==> src/spm_pkg.sv <==
// package: register map, field positions, reset values, timing counts
package spm_pkg;

  // ****************************************************************
  // register offsets
  // ****************************************************************
  localparam logic [7:0] SPM_ADDR_CTRL = 8'h00;
  localparam logic [7:0] SPM_ADDR_CFG  = 8'h04;
  localparam logic [7:0] SPM_ADDR_DATA = 8'h08;
  localparam logic [7:0] SPM_ADDR_RATE = 8'h0C;

  // ****************************************************************
  // serial_control_reg fields
  // ****************************************************************
  localparam int SPM_CTL_DONE  = 7;
  localparam int SPM_CTL_WRITE_COLLISION_FLAG  = 6;
  localparam int SPM_CTL_MODE_FAULT_FLAG  = 5;
  localparam int SPM_CTL_OVRN  = 4;
  localparam int SPM_CTL_SELHI = 3;
  localparam int SPM_CTL_SELLO = 2;
  localparam int SPM_CTL_TXBMT = 1;
  localparam int SPM_CTL_EN    = 0;

  // ****************************************************************
  // serial_config_reg fields
  // ****************************************************************
  localparam int SPM_CFG_BUSY  = 7;
  localparam int SPM_CFG_MASTER_ENABLE_BIT = 6;
  localparam int SPM_CFG_PHA   = 5;
  localparam int SPM_CFG_POL   = 4;
  localparam int SPM_CFG_SLSEL = 3;
  localparam int SPM_CFG_NSSIN = 2;
  localparam int SPM_CFG_SRMT  = 1;
  localparam int SPM_CFG_RXBMT = 0;

  // ****************************************************************
  // reset values, modes, counts, responses
  // ****************************************************************
  localparam logic [7:0] SPM_CTRL_RST = 8'h06;
  localparam logic [7:0] SPM_CFG_RST  = 8'h07;
  localparam logic [7:0] SPM_RATE_RST = 8'h00;
  localparam logic [1:0] SPM_SEL_3WIRE = 2'h0;
  localparam logic [1:0] SPM_SEL_MULTI = 2'h1;
  localparam logic [2:0] SPM_LAST_BIT  = 3'h7;
  localparam logic [1:0] SPM_RESP_OKAY   = 2'h0;
  localparam logic [1:0] SPM_RESP_SLVERR = 2'h2;

  typedef enum logic [0:0] {
    SPM_IDLE = 1'b0,
    SPM_RUN  = 1'b1
  } spm_state_e;

  // aligned word inside the four-register map
  function automatic logic spm_hit(input logic [7:0] a);
    spm_hit = (a[7:4] == 4'h0) && (a[1:0] == 2'h0);
  endfunction

endpackage

==> src/spm_sync.sv <==
// two-flop synchroniser for pin inputs and the reset release
`timescale 1ns/1ps
module spm_sync
  import spm_pkg::*;
#(
  parameter int W = 1
) (
  input  wire logic         clock,
  input  wire logic         reset_n,
  input  wire logic [W-1:0] d,
  output logic      [W-1:0] q
);

  logic [W-1:0] meta_r;

  always_ff @(posedge clock or negedge reset_n) begin
    if (!reset_n) begin
      meta_r <= '0;
      q      <= '0;
    end else begin
      meta_r <= d;
      q      <= meta_r;
    end
  end

endmodule

==> src/spm_axil.sv <==
// axi4-lite slave front end: handshakes, responses, read data register
`timescale 1ns/1ps
module spm_axil
  import spm_pkg::*;
(
  input  wire logic       clock,
  input  wire logic       rst_n,
  input  wire logic [7:0] s_axi_awaddr,
  input  wire logic       s_axi_awvalid,
  output logic            s_axi_awready,
  input  wire logic [31:0] s_axi_wdata,
  input  wire logic [3:0] s_axi_wstrb,
  input  wire logic       s_axi_wvalid,
  output logic            s_axi_wready,
  output logic [1:0]      s_axi_bresp,
  output logic            s_axi_bvalid,
  input  wire logic       s_axi_bready,
  input  wire logic [7:0] s_axi_araddr,
  input  wire logic       s_axi_arvalid,
  output logic            s_axi_arready,
  output logic [31:0]     s_axi_rdata,
  output logic [1:0]      s_axi_rresp,
  output logic            s_axi_rvalid,
  input  wire logic       s_axi_rready,
  input  wire logic [7:0] rd_mux,
  output logic            wr_take,
  output logic            rd_take
);

  // ****************************************************************
  // write channel: address and data taken together
  // ****************************************************************
  logic wr_go;

  assign wr_go         = s_axi_awvalid & s_axi_wvalid & ~s_axi_bvalid;
  assign s_axi_awready = wr_go;
  assign s_axi_wready  = wr_go;
  assign wr_take       = wr_go & spm_hit(s_axi_awaddr) & s_axi_wstrb[0];

  always_ff @(posedge clock or negedge rst_n) begin
    if (!rst_n) begin
      s_axi_bvalid <= 1'b0;
      s_axi_bresp  <= SPM_RESP_OKAY;
    end else if (wr_go) begin
      s_axi_bvalid <= 1'b1;
      s_axi_bresp  <= spm_hit(s_axi_awaddr) ? SPM_RESP_OKAY
                                             : SPM_RESP_SLVERR;
    end else if (s_axi_bready) begin
      s_axi_bvalid <= 1'b0;
    end
  end

  // ****************************************************************
  // read channel
  // ****************************************************************
  assign s_axi_arready = ~s_axi_rvalid;
  assign rd_take       = s_axi_arvalid & ~s_axi_rvalid;

  always_ff @(posedge clock or negedge rst_n) begin
    if (!rst_n) begin
      s_axi_rvalid <= 1'b0;
      s_axi_rdata  <= 32'h0000_0000;
      s_axi_rresp  <= SPM_RESP_OKAY;
    end else if (rd_take) begin
      s_axi_rvalid <= 1'b1;
      s_axi_rdata  <= {24'h00_0000, rd_mux};
      s_axi_rresp  <= spm_hit(s_axi_araddr) ? SPM_RESP_OKAY
                                             : SPM_RESP_SLVERR;
    end else if (s_axi_rready) begin
      s_axi_rvalid <= 1'b0;
    end
  end

endmodule

==> src/spm_top.sv <==
// serial port unit: master/slave spi with select modes and axi4-lite regs
// Overview of operation
// master drives data-out from shift register msb, msb first always.
// slave output pin floats when disabled or unselected four-wire slave.
// three-wire slave always drives slave output from shift register msb.
// clock driven only as master; four-wire slave ignores clock when select high.
// select mode 00 is three-wire, pin unused, slave always selected.
// mode 01 makes select an input; selects slave, faults master.
// mode 1x drives select pin with lower mode bit; master use only.
// select routed to a pin in every mode except three-wire.
// master-enable bit 6 picks master, otherwise enabled unit is slave.
// data write loads transmit buffer; empty shift register starts transfer.
// master transfer shifts data out while clocking immediately.
// transfer-done flag bit 7 set at every transfer end.
// master shifts returned bits msb first, then copies byte to rx buffer.
// after reset select mode is multi-master, bit 3 clear, bit 2 set.
// low select in multi-master clears enables, sets mode fault flag.
// three-wire master slaves are selected by outside general pins.
// write while transmit buffer full sets collision flag and is dropped.
// phase bit picks latching edge, polarity bit picks idle level.
// clock rate register sets master bit rate, at most half system clock.
// master counts exactly eight clocks, then reports shift register empty.
// mode fault acts within few clocks and aborts transfer in progress.
`timescale 1ns/1ps
module spm_top
  import spm_pkg::*;
(
  input  wire logic        clock,
  input  wire logic        reset_n,
  input  wire logic [7:0]  s_axi_awaddr,
  input  wire logic        s_axi_awvalid,
  output logic             s_axi_awready,
  input  wire logic [31:0] s_axi_wdata,
  input  wire logic [3:0]  s_axi_wstrb,
  input  wire logic        s_axi_wvalid,
  output logic             s_axi_wready,
  output logic [1:0]       s_axi_bresp,
  output logic             s_axi_bvalid,
  input  wire logic        s_axi_bready,
  input  wire logic [7:0]  s_axi_araddr,
  input  wire logic        s_axi_arvalid,
  output logic             s_axi_arready,
  output logic [31:0]      s_axi_rdata,
  output logic [1:0]       s_axi_rresp,
  output logic             s_axi_rvalid,
  input  wire logic        s_axi_rready,
  input  wire logic        sck_in,
  output logic             sck_out,
  output logic             sck_oe_n,
  input  wire logic        mosi_in,
  output logic             mosi_out,
  output logic             mosi_oe_n,
  input  wire logic        miso_in,
  output logic             miso_out,
  output logic             miso_oe_n,
  input  wire logic        nss_in,
  output logic             nss_out,
  output logic             nss_oe_n,
  output logic             nss_routed
);

  // ****************************************************************
  // reset release and pin synchronisers
  // ****************************************************************
  logic [0:0] rst_q;
  logic       rst_n;
  logic [3:0] pins_s;
  logic       sck_s;
  logic       mosi_s;
  logic       miso_s;
  logic       nss_s;

  spm_sync #(.W(1)) u_rst (
    .clock   (clock),
    .reset_n (reset_n),
    .d       (1'b1),
    .q       (rst_q)
  );
  assign rst_n = rst_q[0];

  spm_sync #(.W(4)) u_pins (
    .clock   (clock),
    .reset_n (rst_n),
    .d       ({sck_in, mosi_in, miso_in, nss_in}),
    .q       (pins_s)
  );
  assign {sck_s, mosi_s, miso_s, nss_s} = pins_s;

  // ****************************************************************
  // register bus
  // ****************************************************************
  logic       wr_take;
  logic       rd_take;
  logic [7:0] rd_mux;
  logic [7:0] wd;
  logic       wr_ctl;
  logic       wr_cfg;
  logic       wr_dat;
  logic       wr_rate;
  logic       rd_dat;

  spm_axil u_axil (
    .clock         (clock),
    .rst_n         (rst_n),
    .s_axi_awaddr  (s_axi_awaddr),
    .s_axi_awvalid (s_axi_awvalid),
    .s_axi_awready (s_axi_awready),
    .s_axi_wdata   (s_axi_wdata),
    .s_axi_wstrb   (s_axi_wstrb),
    .s_axi_wvalid  (s_axi_wvalid),
    .s_axi_wready  (s_axi_wready),
    .s_axi_bresp   (s_axi_bresp),
    .s_axi_bvalid  (s_axi_bvalid),
    .s_axi_bready  (s_axi_bready),
    .s_axi_araddr  (s_axi_araddr),
    .s_axi_arvalid (s_axi_arvalid),
    .s_axi_arready (s_axi_arready),
    .s_axi_rdata   (s_axi_rdata),
    .s_axi_rresp   (s_axi_rresp),
    .s_axi_rvalid  (s_axi_rvalid),
    .s_axi_rready  (s_axi_rready),
    .rd_mux        (rd_mux),
    .wr_take       (wr_take),
    .rd_take       (rd_take)
  );

  assign wd      = s_axi_wdata[7:0];
  assign wr_ctl  = wr_take & (s_axi_awaddr == SPM_ADDR_CTRL);
  assign wr_cfg  = wr_take & (s_axi_awaddr == SPM_ADDR_CFG);
  assign wr_dat  = wr_take & (s_axi_awaddr == SPM_ADDR_DATA);
  assign wr_rate = wr_take & (s_axi_awaddr == SPM_ADDR_RATE);
  assign rd_dat  = rd_take & (s_axi_araddr == SPM_ADDR_DATA);

  // ****************************************************************
  // state declarations
  // ****************************************************************
  logic       en_r, sel_hi_r, sel_lo_r;
  logic       done_r, write_collision_flag_r, mode_fault_flag_r, ovrn_r;
  logic       master_enable_bit_r, pha_r, pol_r;
  logic [7:0] rate_r, div_r, txbuf_r, shreg_r, rxbuf_r;
  logic       tx_full_r, rx_full_r, shift_empty_r;
  spm_state_e state_r;
  logic [3:0] half_r;
  logic [2:0] bitcnt_r;
  logic       sck_r, samp_r, outbit_r, sck_d_r, nss_d_r;
  logic [1:0] sel_mode;
  logic       master, slave_sel, slave_on, fault;
  logic       tick, lead, trail, lead_s, trail_s, din;
  logic       load_go, xfer_done, write_collision_flag_ev, ovrn_ev;
  logic [7:0] shin;

  // ****************************************************************
  // mode decode
  // ****************************************************************
  assign sel_mode = {sel_hi_r, sel_lo_r};
  // master select
  assign master = en_r & master_enable_bit_r;
  // three-wire always selected
  assign slave_sel = (sel_mode == SPM_SEL_3WIRE) |
                     ((sel_mode == SPM_SEL_MULTI) & ~nss_s);
  assign slave_on = en_r & ~master_enable_bit_r & slave_sel;
  // multi-master fault
  assign fault = master & (sel_mode == SPM_SEL_MULTI) & ~nss_s;

  // half period is rate plus one clocks
  assign tick = (state_r == SPM_RUN) & (div_r == rate_r);
  // slave edges only when selected
  assign lead_s  = slave_on & (sck_s != sck_d_r) & (sck_s != pol_r);
  assign trail_s = slave_on & (sck_s != sck_d_r) & (sck_s == pol_r);
  assign lead    = (tick & ~half_r[0]) | lead_s;
  assign trail   = (tick & half_r[0]) | trail_s;
  assign din     = master ? miso_s : mosi_s;
  assign shin    = {shreg_r[6:0], pha_r ? din : samp_r};
  // eighth clock ends transfer
  assign xfer_done = en_r & ~fault & trail & (bitcnt_r == SPM_LAST_BIT);
  // move buffer into empty, unlocked shift register
  assign load_go = en_r & ~fault & tx_full_r & shift_empty_r &
                   (bitcnt_r == 3'h0) & ~lead_s & ~trail_s;
  // write collision
  assign write_collision_flag_ev = wr_dat & tx_full_r;
  assign ovrn_ev = xfer_done & ~master & rx_full_r;

  // ****************************************************************
  // serial_control_reg
  // ****************************************************************
  always_ff @(posedge clock or negedge rst_n) begin
    if (!rst_n) begin
      // multi-master default
      {done_r, write_collision_flag_r, mode_fault_flag_r, ovrn_r} <= SPM_CTRL_RST[7:4];
      sel_hi_r <= SPM_CTRL_RST[SPM_CTL_SELHI];
      sel_lo_r <= SPM_CTRL_RST[SPM_CTL_SELLO];
      en_r     <= SPM_CTRL_RST[SPM_CTL_EN];
    end else begin
      // done flag, set wins
      done_r <= (wr_ctl ? wd[SPM_CTL_DONE] : done_r) | xfer_done;
      write_collision_flag_r <= (wr_ctl ? wd[SPM_CTL_WRITE_COLLISION_FLAG] : write_collision_flag_r) | write_collision_flag_ev;
      // mode fault flag
      mode_fault_flag_r <= (wr_ctl ? wd[SPM_CTL_MODE_FAULT_FLAG] : mode_fault_flag_r) | fault;
      ovrn_r <= (wr_ctl ? wd[SPM_CTL_OVRN] : ovrn_r) | ovrn_ev;
      if (wr_ctl) begin
        sel_hi_r <= wd[SPM_CTL_SELHI];
        sel_lo_r <= wd[SPM_CTL_SELLO];
      end
      // unit disabled on fault
      if (fault) begin
        en_r <= 1'b0;
      end else if (wr_ctl) begin
        en_r <= wd[SPM_CTL_EN];
      end
    end
  end

  // ****************************************************************
  // serial_config_reg and serial_clock_rate_reg
  // ****************************************************************
  always_ff @(posedge clock or negedge rst_n) begin
    if (!rst_n) begin
      master_enable_bit_r <= SPM_CFG_RST[SPM_CFG_MASTER_ENABLE_BIT];
      pha_r   <= SPM_CFG_RST[SPM_CFG_PHA];
      pol_r   <= SPM_CFG_RST[SPM_CFG_POL];
      rate_r  <= SPM_RATE_RST;
    end else begin
      // master enable cleared on fault
      if (fault) begin
        master_enable_bit_r <= 1'b0;
      end else if (wr_cfg) begin
        master_enable_bit_r <= wd[SPM_CFG_MASTER_ENABLE_BIT];
      end
      if (wr_cfg) begin
        pha_r <= wd[SPM_CFG_PHA];
        pol_r <= wd[SPM_CFG_POL];
      end
      if (wr_rate) begin
        rate_r <= wd;
      end
    end
  end

  // ****************************************************************
  // transmit buffer
  // ****************************************************************
  always_ff @(posedge clock or negedge rst_n) begin
    if (!rst_n) begin
      txbuf_r   <= 8'h00;
      tx_full_r <= 1'b0;
    end else if (wr_dat & ~tx_full_r) begin
      // load transmit buffer
      txbuf_r   <= wd;
      tx_full_r <= 1'b1;
    end else if (load_go) begin
      tx_full_r <= 1'b0;
    end
  end

  // ****************************************************************
  // shift engine
  // ****************************************************************
  always_ff @(posedge clock or negedge rst_n) begin
    if (!rst_n) begin
      state_r       <= SPM_IDLE;
      shreg_r       <= 8'h00;
      shift_empty_r <= 1'b1;
      bitcnt_r      <= 3'h0;
      half_r        <= 4'h0;
      div_r         <= 8'h00;
      sck_r         <= 1'b0;
      samp_r        <= 1'b0;
      outbit_r      <= 1'b0;
      sck_d_r       <= 1'b0;
      nss_d_r       <= 1'b1;
    end else begin
      sck_d_r <= sck_s;
      nss_d_r <= nss_s;
      if (!en_r || fault) begin
        // abort on fault or disable
        state_r       <= SPM_IDLE;
        shift_empty_r <= 1'b1;
        bitcnt_r      <= 3'h0;
        sck_r         <= pol_r;
      end else begin
        if (load_go) begin
          // start shifting at once
          shreg_r       <= txbuf_r;
          outbit_r      <= txbuf_r[7];
          shift_empty_r <= 1'b0;
          half_r        <= 4'h0;
          div_r         <= 8'h00;
          sck_r         <= pol_r;
          state_r       <= master ? SPM_RUN : SPM_IDLE;
        end else if (state_r == SPM_RUN) begin
          div_r <= tick ? 8'h00 : div_r + 8'h01;
          if (tick) begin
            half_r <= half_r + 4'h1;
            sck_r  <= ~sck_r;
          end
        end else begin
          sck_r <= pol_r;
        end
        // phase picks sampling edge
        if (lead) begin
          if (pha_r) begin
            outbit_r <= shreg_r[7];
          end else begin
            samp_r <= din;
          end
        end
        // msb first shift
        if (trail) begin
          shreg_r  <= shin;
          bitcnt_r <= bitcnt_r + 3'h1;
          if (!pha_r) begin
            outbit_r <= shreg_r[6];
          end
        end
        // empty after eighth bit
        if (xfer_done) begin
          shift_empty_r <= 1'b1;
          state_r       <= SPM_IDLE;
        end
        if ((sel_mode == SPM_SEL_MULTI) && nss_d_r && !nss_s && !master) begin
          bitcnt_r <= 3'h0;
        end
      end
    end
  end

  // ****************************************************************
  // receive buffer
  // ****************************************************************
  always_ff @(posedge clock or negedge rst_n) begin
    if (!rst_n) begin
      rxbuf_r   <= 8'h00;
      rx_full_r <= 1'b0;
    end else if (xfer_done && !ovrn_ev) begin
      // copy byte to receive buffer
      rxbuf_r   <= shin;
      rx_full_r <= 1'b1;
    end else if (rd_dat) begin
      rx_full_r <= 1'b0;
    end
  end

  // ****************************************************************
  // read mux
  // ****************************************************************
  always_comb begin
    rd_mux = 8'h00;
    case (s_axi_araddr)
      SPM_ADDR_CTRL: rd_mux = {done_r, write_collision_flag_r, mode_fault_flag_r, ovrn_r, sel_hi_r,
                               sel_lo_r, ~tx_full_r, en_r};
      SPM_ADDR_CFG:  rd_mux = {(state_r == SPM_RUN) | (bitcnt_r != 3'h0),
                               master_enable_bit_r, pha_r, pol_r, slave_on, nss_s,
                               shift_empty_r, ~rx_full_r};
      SPM_ADDR_DATA: rd_mux = rxbuf_r;
      SPM_ADDR_RATE: rd_mux = rate_r;
      default:       rd_mux = 8'h00;
    endcase
  end

  // ****************************************************************
  // pins
  // ****************************************************************
  // clock driven only by master
  assign sck_out   = master ? sck_r : pol_r;
  assign sck_oe_n  = ~master;
  // master data out
  assign mosi_out  = outbit_r;
  assign mosi_oe_n = ~master;
  // slave output drive
  assign miso_out  = outbit_r;
  assign miso_oe_n = ~slave_on;
  // select driven from lower mode bit
  assign nss_out   = sel_lo_r;
  assign nss_oe_n  = ~sel_hi_r;
  // routed unless three-wire
  assign nss_routed = (sel_mode != SPM_SEL_3WIRE);

endmodule

==> config.mk <==
export PLATFORM = sky130hd
export DESIGN_NAME = spm_top
export DESIGN_NICKNAME = d
export VERILOG_FILES = /design/src/spm_pkg.sv /design/src/spm_sync.sv /design/src/spm_axil.sv /design/src/spm_top.sv
export SDC_FILE = /design/constraint.sdc
export NUM_CORES = 1
export LEC_CHECK = 0
export ABC_AREA = 1
export BUFFER_PORTS_ARGS = -buffer_cell sky130_fd_sc_hd__buf_2
export CAP_MARGIN = 20
export CORE_AREA = 2 2 89 91
export CTS_BUF_LIST = sky130_fd_sc_hd__clkbuf_4
export DETAILED_ROUTE_END_ITERATION = 16
export DIE_AREA = 0 0 91 93
export PLACE_DENSITY = 0.83
export SYNTH_ARGS = -nofsm -noshare
export SYNTH_HDL_FRONTEND = slang
export SYNTH_SLANG_ARGS = --single-unit
==> constraint.sdc <==
create_clock -name clock -period 7.75 [get_ports clock]
set_clock_uncertainty 0.1 [all_clocks]
set_input_delay 0.3875 -clock clock [delete_from_list [all_inputs] [get_ports clock]]
set_output_delay 0.3875 -clock clock [all_outputs]
set_load 0.01 [all_outputs]
; ---- Word level (Yosys, flattened, before mapping)
; Index checks and enable logic that the tools add are counted.
; W data, S select, Z words.
[totals]
ff_bits = 90
in_bits = 63
out_inout_bits = 50
word_cells = 193
[classes]
n_mux = 48
eq_ne = 13
reduce_logical = 36
add_sub_neg = 3
bitwise_logic = 58
[ops]
columns = op, n
row1 = $mux W8, 5
row2 = $and A1 B1 Y1, 34
row3 = $mux W1, 34
row4 = $eq A8 B4 Y1 const B, 4
row5 = $pmux W8 S4, 1
row6 = $reduce_bool A2 Y1, 10
row7 = $eq A8 B3 Y1 const B, 2
row8 = $logic_not A8 Y1, 2
row9 = $not A1 Y1, 16
row10 = $mux W4, 3
row11 = $mux W3, 3
row12 = $reduce_bool A3 Y1, 3
row13 = $add A8 B1 Y8 const B, 1
row14 = $eq A8 B8 Y1, 1
row15 = $logic_not A4 Y1, 2
row16 = $or A1 B1 Y1, 8
row17 = $logic_and A1 B1 Y1, 6
row18 = $logic_not A2 Y1, 3
row19 = $reduce_and A3 Y1, 2
row20 = $add A4 B1 Y4 const B, 1
row21 = $logic_not A1 Y1, 4
row22 = $mux W2, 2
row23 = $ne A4 B1 Y1 const B, 1
row24 = $reduce_and A2 Y1, 2
row25 = 7 further kinds, 8

; ---- Depth between registers and ports, before layout
[depth]
ltp_word = 15
mapped_depth = 14
ltp_nobuf = 13

; ---- Hierarchy
; A second synthesis with hierarchy kept.
[hier_totals]
hier_cells = 534
area_unflattened_um2 = 4443.0
[modules_own_cells]
columns = module, seq_area_each_um2, area_each_um2, cells_each, n_inst
row1 = spm_top, 1580.3, 3484.6, 435, 1
row2 = spm_axil, 300.3, 708.2, 89, 1
row3 = spm_sync (u_pins), 200.2, 200.2, 8, 1
row4 = spm_sync (u_rst), 50.0, 50.0, 2, 1

; ---- Worst setup path before layout
; OpenSTA, ideal clock, no wires.
[synth_timing]
kind = register -> register
startpoint = register sel_lo_r, in the netlist nss_out
endpoint = register div_r[7]
path_buffers = 1
t_required_ns = 7.527
arrival_time_ns = 1.564
synth_period_minus_slack_ns = 1.787
path_slack_ns = 5.963
setup_time_ns = 0.123
path_stages_with_launch = 11
cell_sequence = dfstp_2 -> a21oi_1 -> nand2_1 -> nor2_2 -> nor2_2 -> inv_2 -> nand2_2 -> buf_6 -> nand2_1 -> o22ai_1 -> a21oi_1
[synth_between]
elab_chain_cells = 12
word_cells_on_any_way = 24
cone_classes = 1 x eq/ne / 1 x mux / 18 x bitwise / 4 x reduce/logical
[synth_rtl]
columns = item, line_no
row1 = from (decl), spm_top.sv:137  ; logic en_r, sel_hi_r, sel_lo_r;
row2 = from (signal assigned), spm_top.sv:191  ; sel_lo_r <= SPM_CTRL_RST[SPM_CTL_SELLO];
row3 = from (signal assigned), spm_top.sv:202  ; sel_lo_r <= wd[SPM_CTL_SELLO];
row4 = $eq A2 B1 Y1, "spm_top.sv:160, spm_top.sv:163"
row5 = $and A1 B1 Y1 (2 in series), spm_top.sv:163  ; assign fault = master & (sel_mode == SPM_SEL_MULTI) & ~nss_s;
row6 = $not A1 Y1, spm_top.sv:177  ; assign load_go = en_r & ~fault & tx_full_r & shift_empty_r &
row7 = $and A1 B1 Y1 (4 in series), spm_top.sv:177
row8 = $and A1 B1 Y1 (2 in series), spm_top.sv:178  ; (bitcnt_r == 3'h0) & ~lead_s & ~trail_s;
row9 = $reduce_bool A2 Y1 (no line), -
row10 = $reduce_and A2 Y1 (no line), -
row11 = to (signal assigned), spm_top.sv:291  ; div_r <= tick ? 8'h00 : div_r + 8'h01;
row12 = to (decl), spm_top.sv:140  ; logic [7:0] rate_r, div_r, txbuf_r, shreg_r, rxbuf_r;
; Several ways; a longest one is shown, not always the timed one.
; A chain may end at the register's enable or synchronous reset.

; ---- Worst setup path in the final report
[layout_timing]
startpoint = register div_r[3]
endpoint = register rxbuf_r[5]
[layout_between]
elab_chain_cells = 10
[layout_rtl]
columns = item, line_no
row1 = $eq A8 B8 Y1 *, spm_top.sv:166  ; assign tick = (state_r == SPM_RUN) & (div_r == rate_r);
row2 = $and A1 B1 Y1 *, spm_top.sv:166
row3 = $and A1 B1 Y1 *, spm_top.sv:171  ; assign trail = (tick & half_r[0]) | trail_s;
row4 = $or A1 B1 Y1 *, spm_top.sv:171
row5 = $and A1 B1 Y1 * (2 in series), spm_top.sv:175  ; assign xfer_done = en_r & ~fault & trail & (bitcnt_r == SPM_LAST_BIT);
row6 = $and A1 B1 Y1 (2 in series), spm_top.sv:181  ; assign ovrn_ev = xfer_done & ~master & rx_full_r;
row7 = $logic_not A1 Y1, spm_top.sv:334  ; end else if (xfer_done && !ovrn_ev) begin
row8 = $logic_and A1 B1 Y1 *, spm_top.sv:334
row9 = to (signal assigned), spm_top.sv:336  ; rxbuf_r <= shin;
row10 = to (decl), spm_top.sv:140
; Mark *: on every way between the ends. The rest lies on a longest branch, timed or not.

==> qor.csv <==
metric,value,unit
Fin. Hold Viols,0,
TritonCTS clock tree,built,
# port buffers,59,
hold crit path type,input port to register,
"slowest stage cell, crit path",dfrtp_1,
largest net degree at the start of global routing,84,
share of layout cells above drive strength 1,19.6,%
area grow syn2layout,11.7,%
Syn Area/Cell,8.30,µm²
top post-synthesis cells by area,"dfrtp_1 48%, nand2_1 13%, inv_1 5.4%",
DR vias/cell,5.12,
maxcap violations,0,
Die Wd,91,µm
Total GRT Usage,22.9,%
"slowest stage delay, CP",0.48,ns
Post-Syn Area,0.00429,mm²
total gr overflow,0,
vias,3521,
Sum Neg Setup Slack,0,ns
Mapped Cells,517,
"commonest non-fill, non-tap cell in the layout",nand2_1,
initial antenna violation count,0,
clock root cell,clkbuf_4,
final critical-path share of the clock period,29.8,%
Critical Path End Type,register,
Fmax,433,MHz
Netlist cell types,37,
# diodes,0,
share of the synthesized area in the top cell type,47.8,%
FP Rows,32,
Pre-antenna DRT Iters,5,
data required time at the worst endpoint,8.00,ns
startpoint class of the critical path,register,
final setup fails,0,
Routed WL per cell,13.3,µm
GP Congestion,0.869,
drt drc,0,
min Tclk post-route,2.31,ns
Ys Warns,0,
Initial Utilization,57.0,%
Detailed Route WL,9.12,mm
CP arrival,2.55,ns
H-Tree Depth,3,
VDD IR-drop max,0.000178,V
DP Worst Slack,5.48,ns
"EDFF count, synth",0,
"CTS clk-pin slew, worst paths",0.14,ns
Filler cells,646,
run status,"complete, no violations",
drt first-iter violations,247,
worst path bufs/invs,2,
crit path kind,register to register,
PwrDens,231,mW/mm²
Final WS setup,5.44,ns
primary flip-flop cell chosen by synthesis mapping,dfrtp_1,
Fin Hold WS,0.0290,ns
nets,648,
Async SR Flop Fraction,100,%
clk sinks,85,
Worst path most repeated cell,nand2_1,
worst-margin pin slew,0.556,ns
area of the core,0.00753,mm²
Static Leakage,0.00246,µW
most frequent cells in the layout,"149 x nand2_1, 81 x dfrtp_1, 62 x inv_1",
first-pass GRT wire length,15.3,mm
Die ar.,0.00846,mm²
I/O pin count,113,
Max-Slew Margin vs Limit,62.8,%
Final Max Tran Viols,0,
sequential share of the synthesized area,49.7,%
CTS buffer count,9,
critical-path cell list,"inv_2, nand2_1, nand2_1, nor2_2, nand2_2, nor2_4, nand3_2, nand2_2, nand3_2, inv_2, nand2_4, nand2_1, o21ai_2",
post-route antenna net violation count,0,
die outline height,93,µm
largest area contributor in the netlist,dfrtp_1,
top cell family by delay on the critical path,simple AND/OR/NAND/NOR gates,
Max clock buf depth,2,
half-perimeter wire length after placement,6.86,mm
vias in the first global route,3289,
crit-path max FO,20,
worst-skew pair later-pin latency,0.44,ns
RSZ-0062 raised after global routing,false,
Synth Register Bits,85,
report_power, final:
group	switching [µW]	internal, µW
clock network	159	165
registers	46.6	502
logic	151	80.5
total	357	748
layer usage:
metal  vias up  track usage (%)  share of wire [%]
met5         -                0                  0
met4         0             9.09                2.2
met3        19             4.75                5.6
met2       114             36.8                 48
met1      1677             30.8                 44
li1       1711                -                  -
worst paths after layout:
| kind | from | to | slack (ns) | cells after the start |
|---|---|---|---|---|
| min reg2reg | u_rst.q | txbuf_r[3] | 0.08 | 0 |
| max in group asynchronous | u_rst.q | shift_empty_r | 6.83 | 1 |
| max reg2reg | div_r[3] | rxbuf_r[5] | 5.44 | 13 |
| min in group asynchronous | u_rst.q | txbuf_r[3] | 0.08 | 0 |
| min | s_axi_rready | u_axil.s_axi_rvalid | 0.03 | 2 |
| max | div_r[3] | rxbuf_r[5] | 5.44 | 13 |
logic make-up after synthesis:
group | after synthesis | share of synthesized area, %
simple gates | 227 | 22.8
buf+inv | 107 | 12.9
compound gates | 89 | 12.7
flops | 85 | 49.7
fa+ha+maj | 4 | 1.17
xor+xnor | 3 | 0.613
other cells | 2 | 0.175
flip-flops by register name (all words and copies together), names as in the netlist, 3 cells and up:
| name | count |
|---|---|
| rxbuf_r | 8 |
| txbuf_r | 8 |
| u_pins.q | 4 |
| div_r | 8 |
| bitcnt_r | 3 |
| shreg_r | 8 |
| u_axil.s_axi_rdata | 8 |
| rate_r | 8 |
| u_pins.meta_r | 4 |
per-stage QoR:
step	power [µW]	std cells	cell area [µm²]	util, %
3_3_place_gp	771	665	4520	60.0
5_1_grt	1170	688	4790	63.6
6_report	1110	688	4790	63.6
3_5_place_dp	784	665	4520	60.0
4_1_cts	1110	687	4760	63.3
2_1_floorplan	735	542	4380	-
final cells by class:
| class | count | area [µm²] | area share [%] |
|---|---|---|---|
| sequential | 85 | 2130 | 44.6 |
| multi-input combinational | 350 | 1700 | 35.5 |
| inverter | 69 | 259 | 5.41 |
| tap | 102 | 128 | 2.66 |
| clock buffer | 9 | 67.6 | 1.41 |
| clock inverter | 7 | 120 | 2.51 |
| timing repair buffer | 66 | 383 | 7.99 |
cells in the mapped netlist (2+ instances only):
library cell  count
conb_1            2
inv_1            62
nand2_1         149
o22ai_1           2
nand2_2           6
clkbuf_1          3
o21ai_0          40
dfrtp_1          82
o211ai_1          9
o21ai_1           7
inv_2             7
a21oi_1          13
nand3_2           3
xnor2_1           3
nor2_1           32
dfstp_2           3
o2111ai_1         6
o21ai_2           8
nand3_1          18
nor3_1            6
buf_4            29
buf_6             4
nor2_2            5
ha_1              4
nand2_4           2
repair_timing:
item                       CTS  global route
hold buffers                 6             0
hold endpoints to repair     7             0
buffers inserted             0             0
gates resized for setup      0             0
setup endpoints to repair    0             0
No activity file was read; power rests on OpenSTA's default activity.
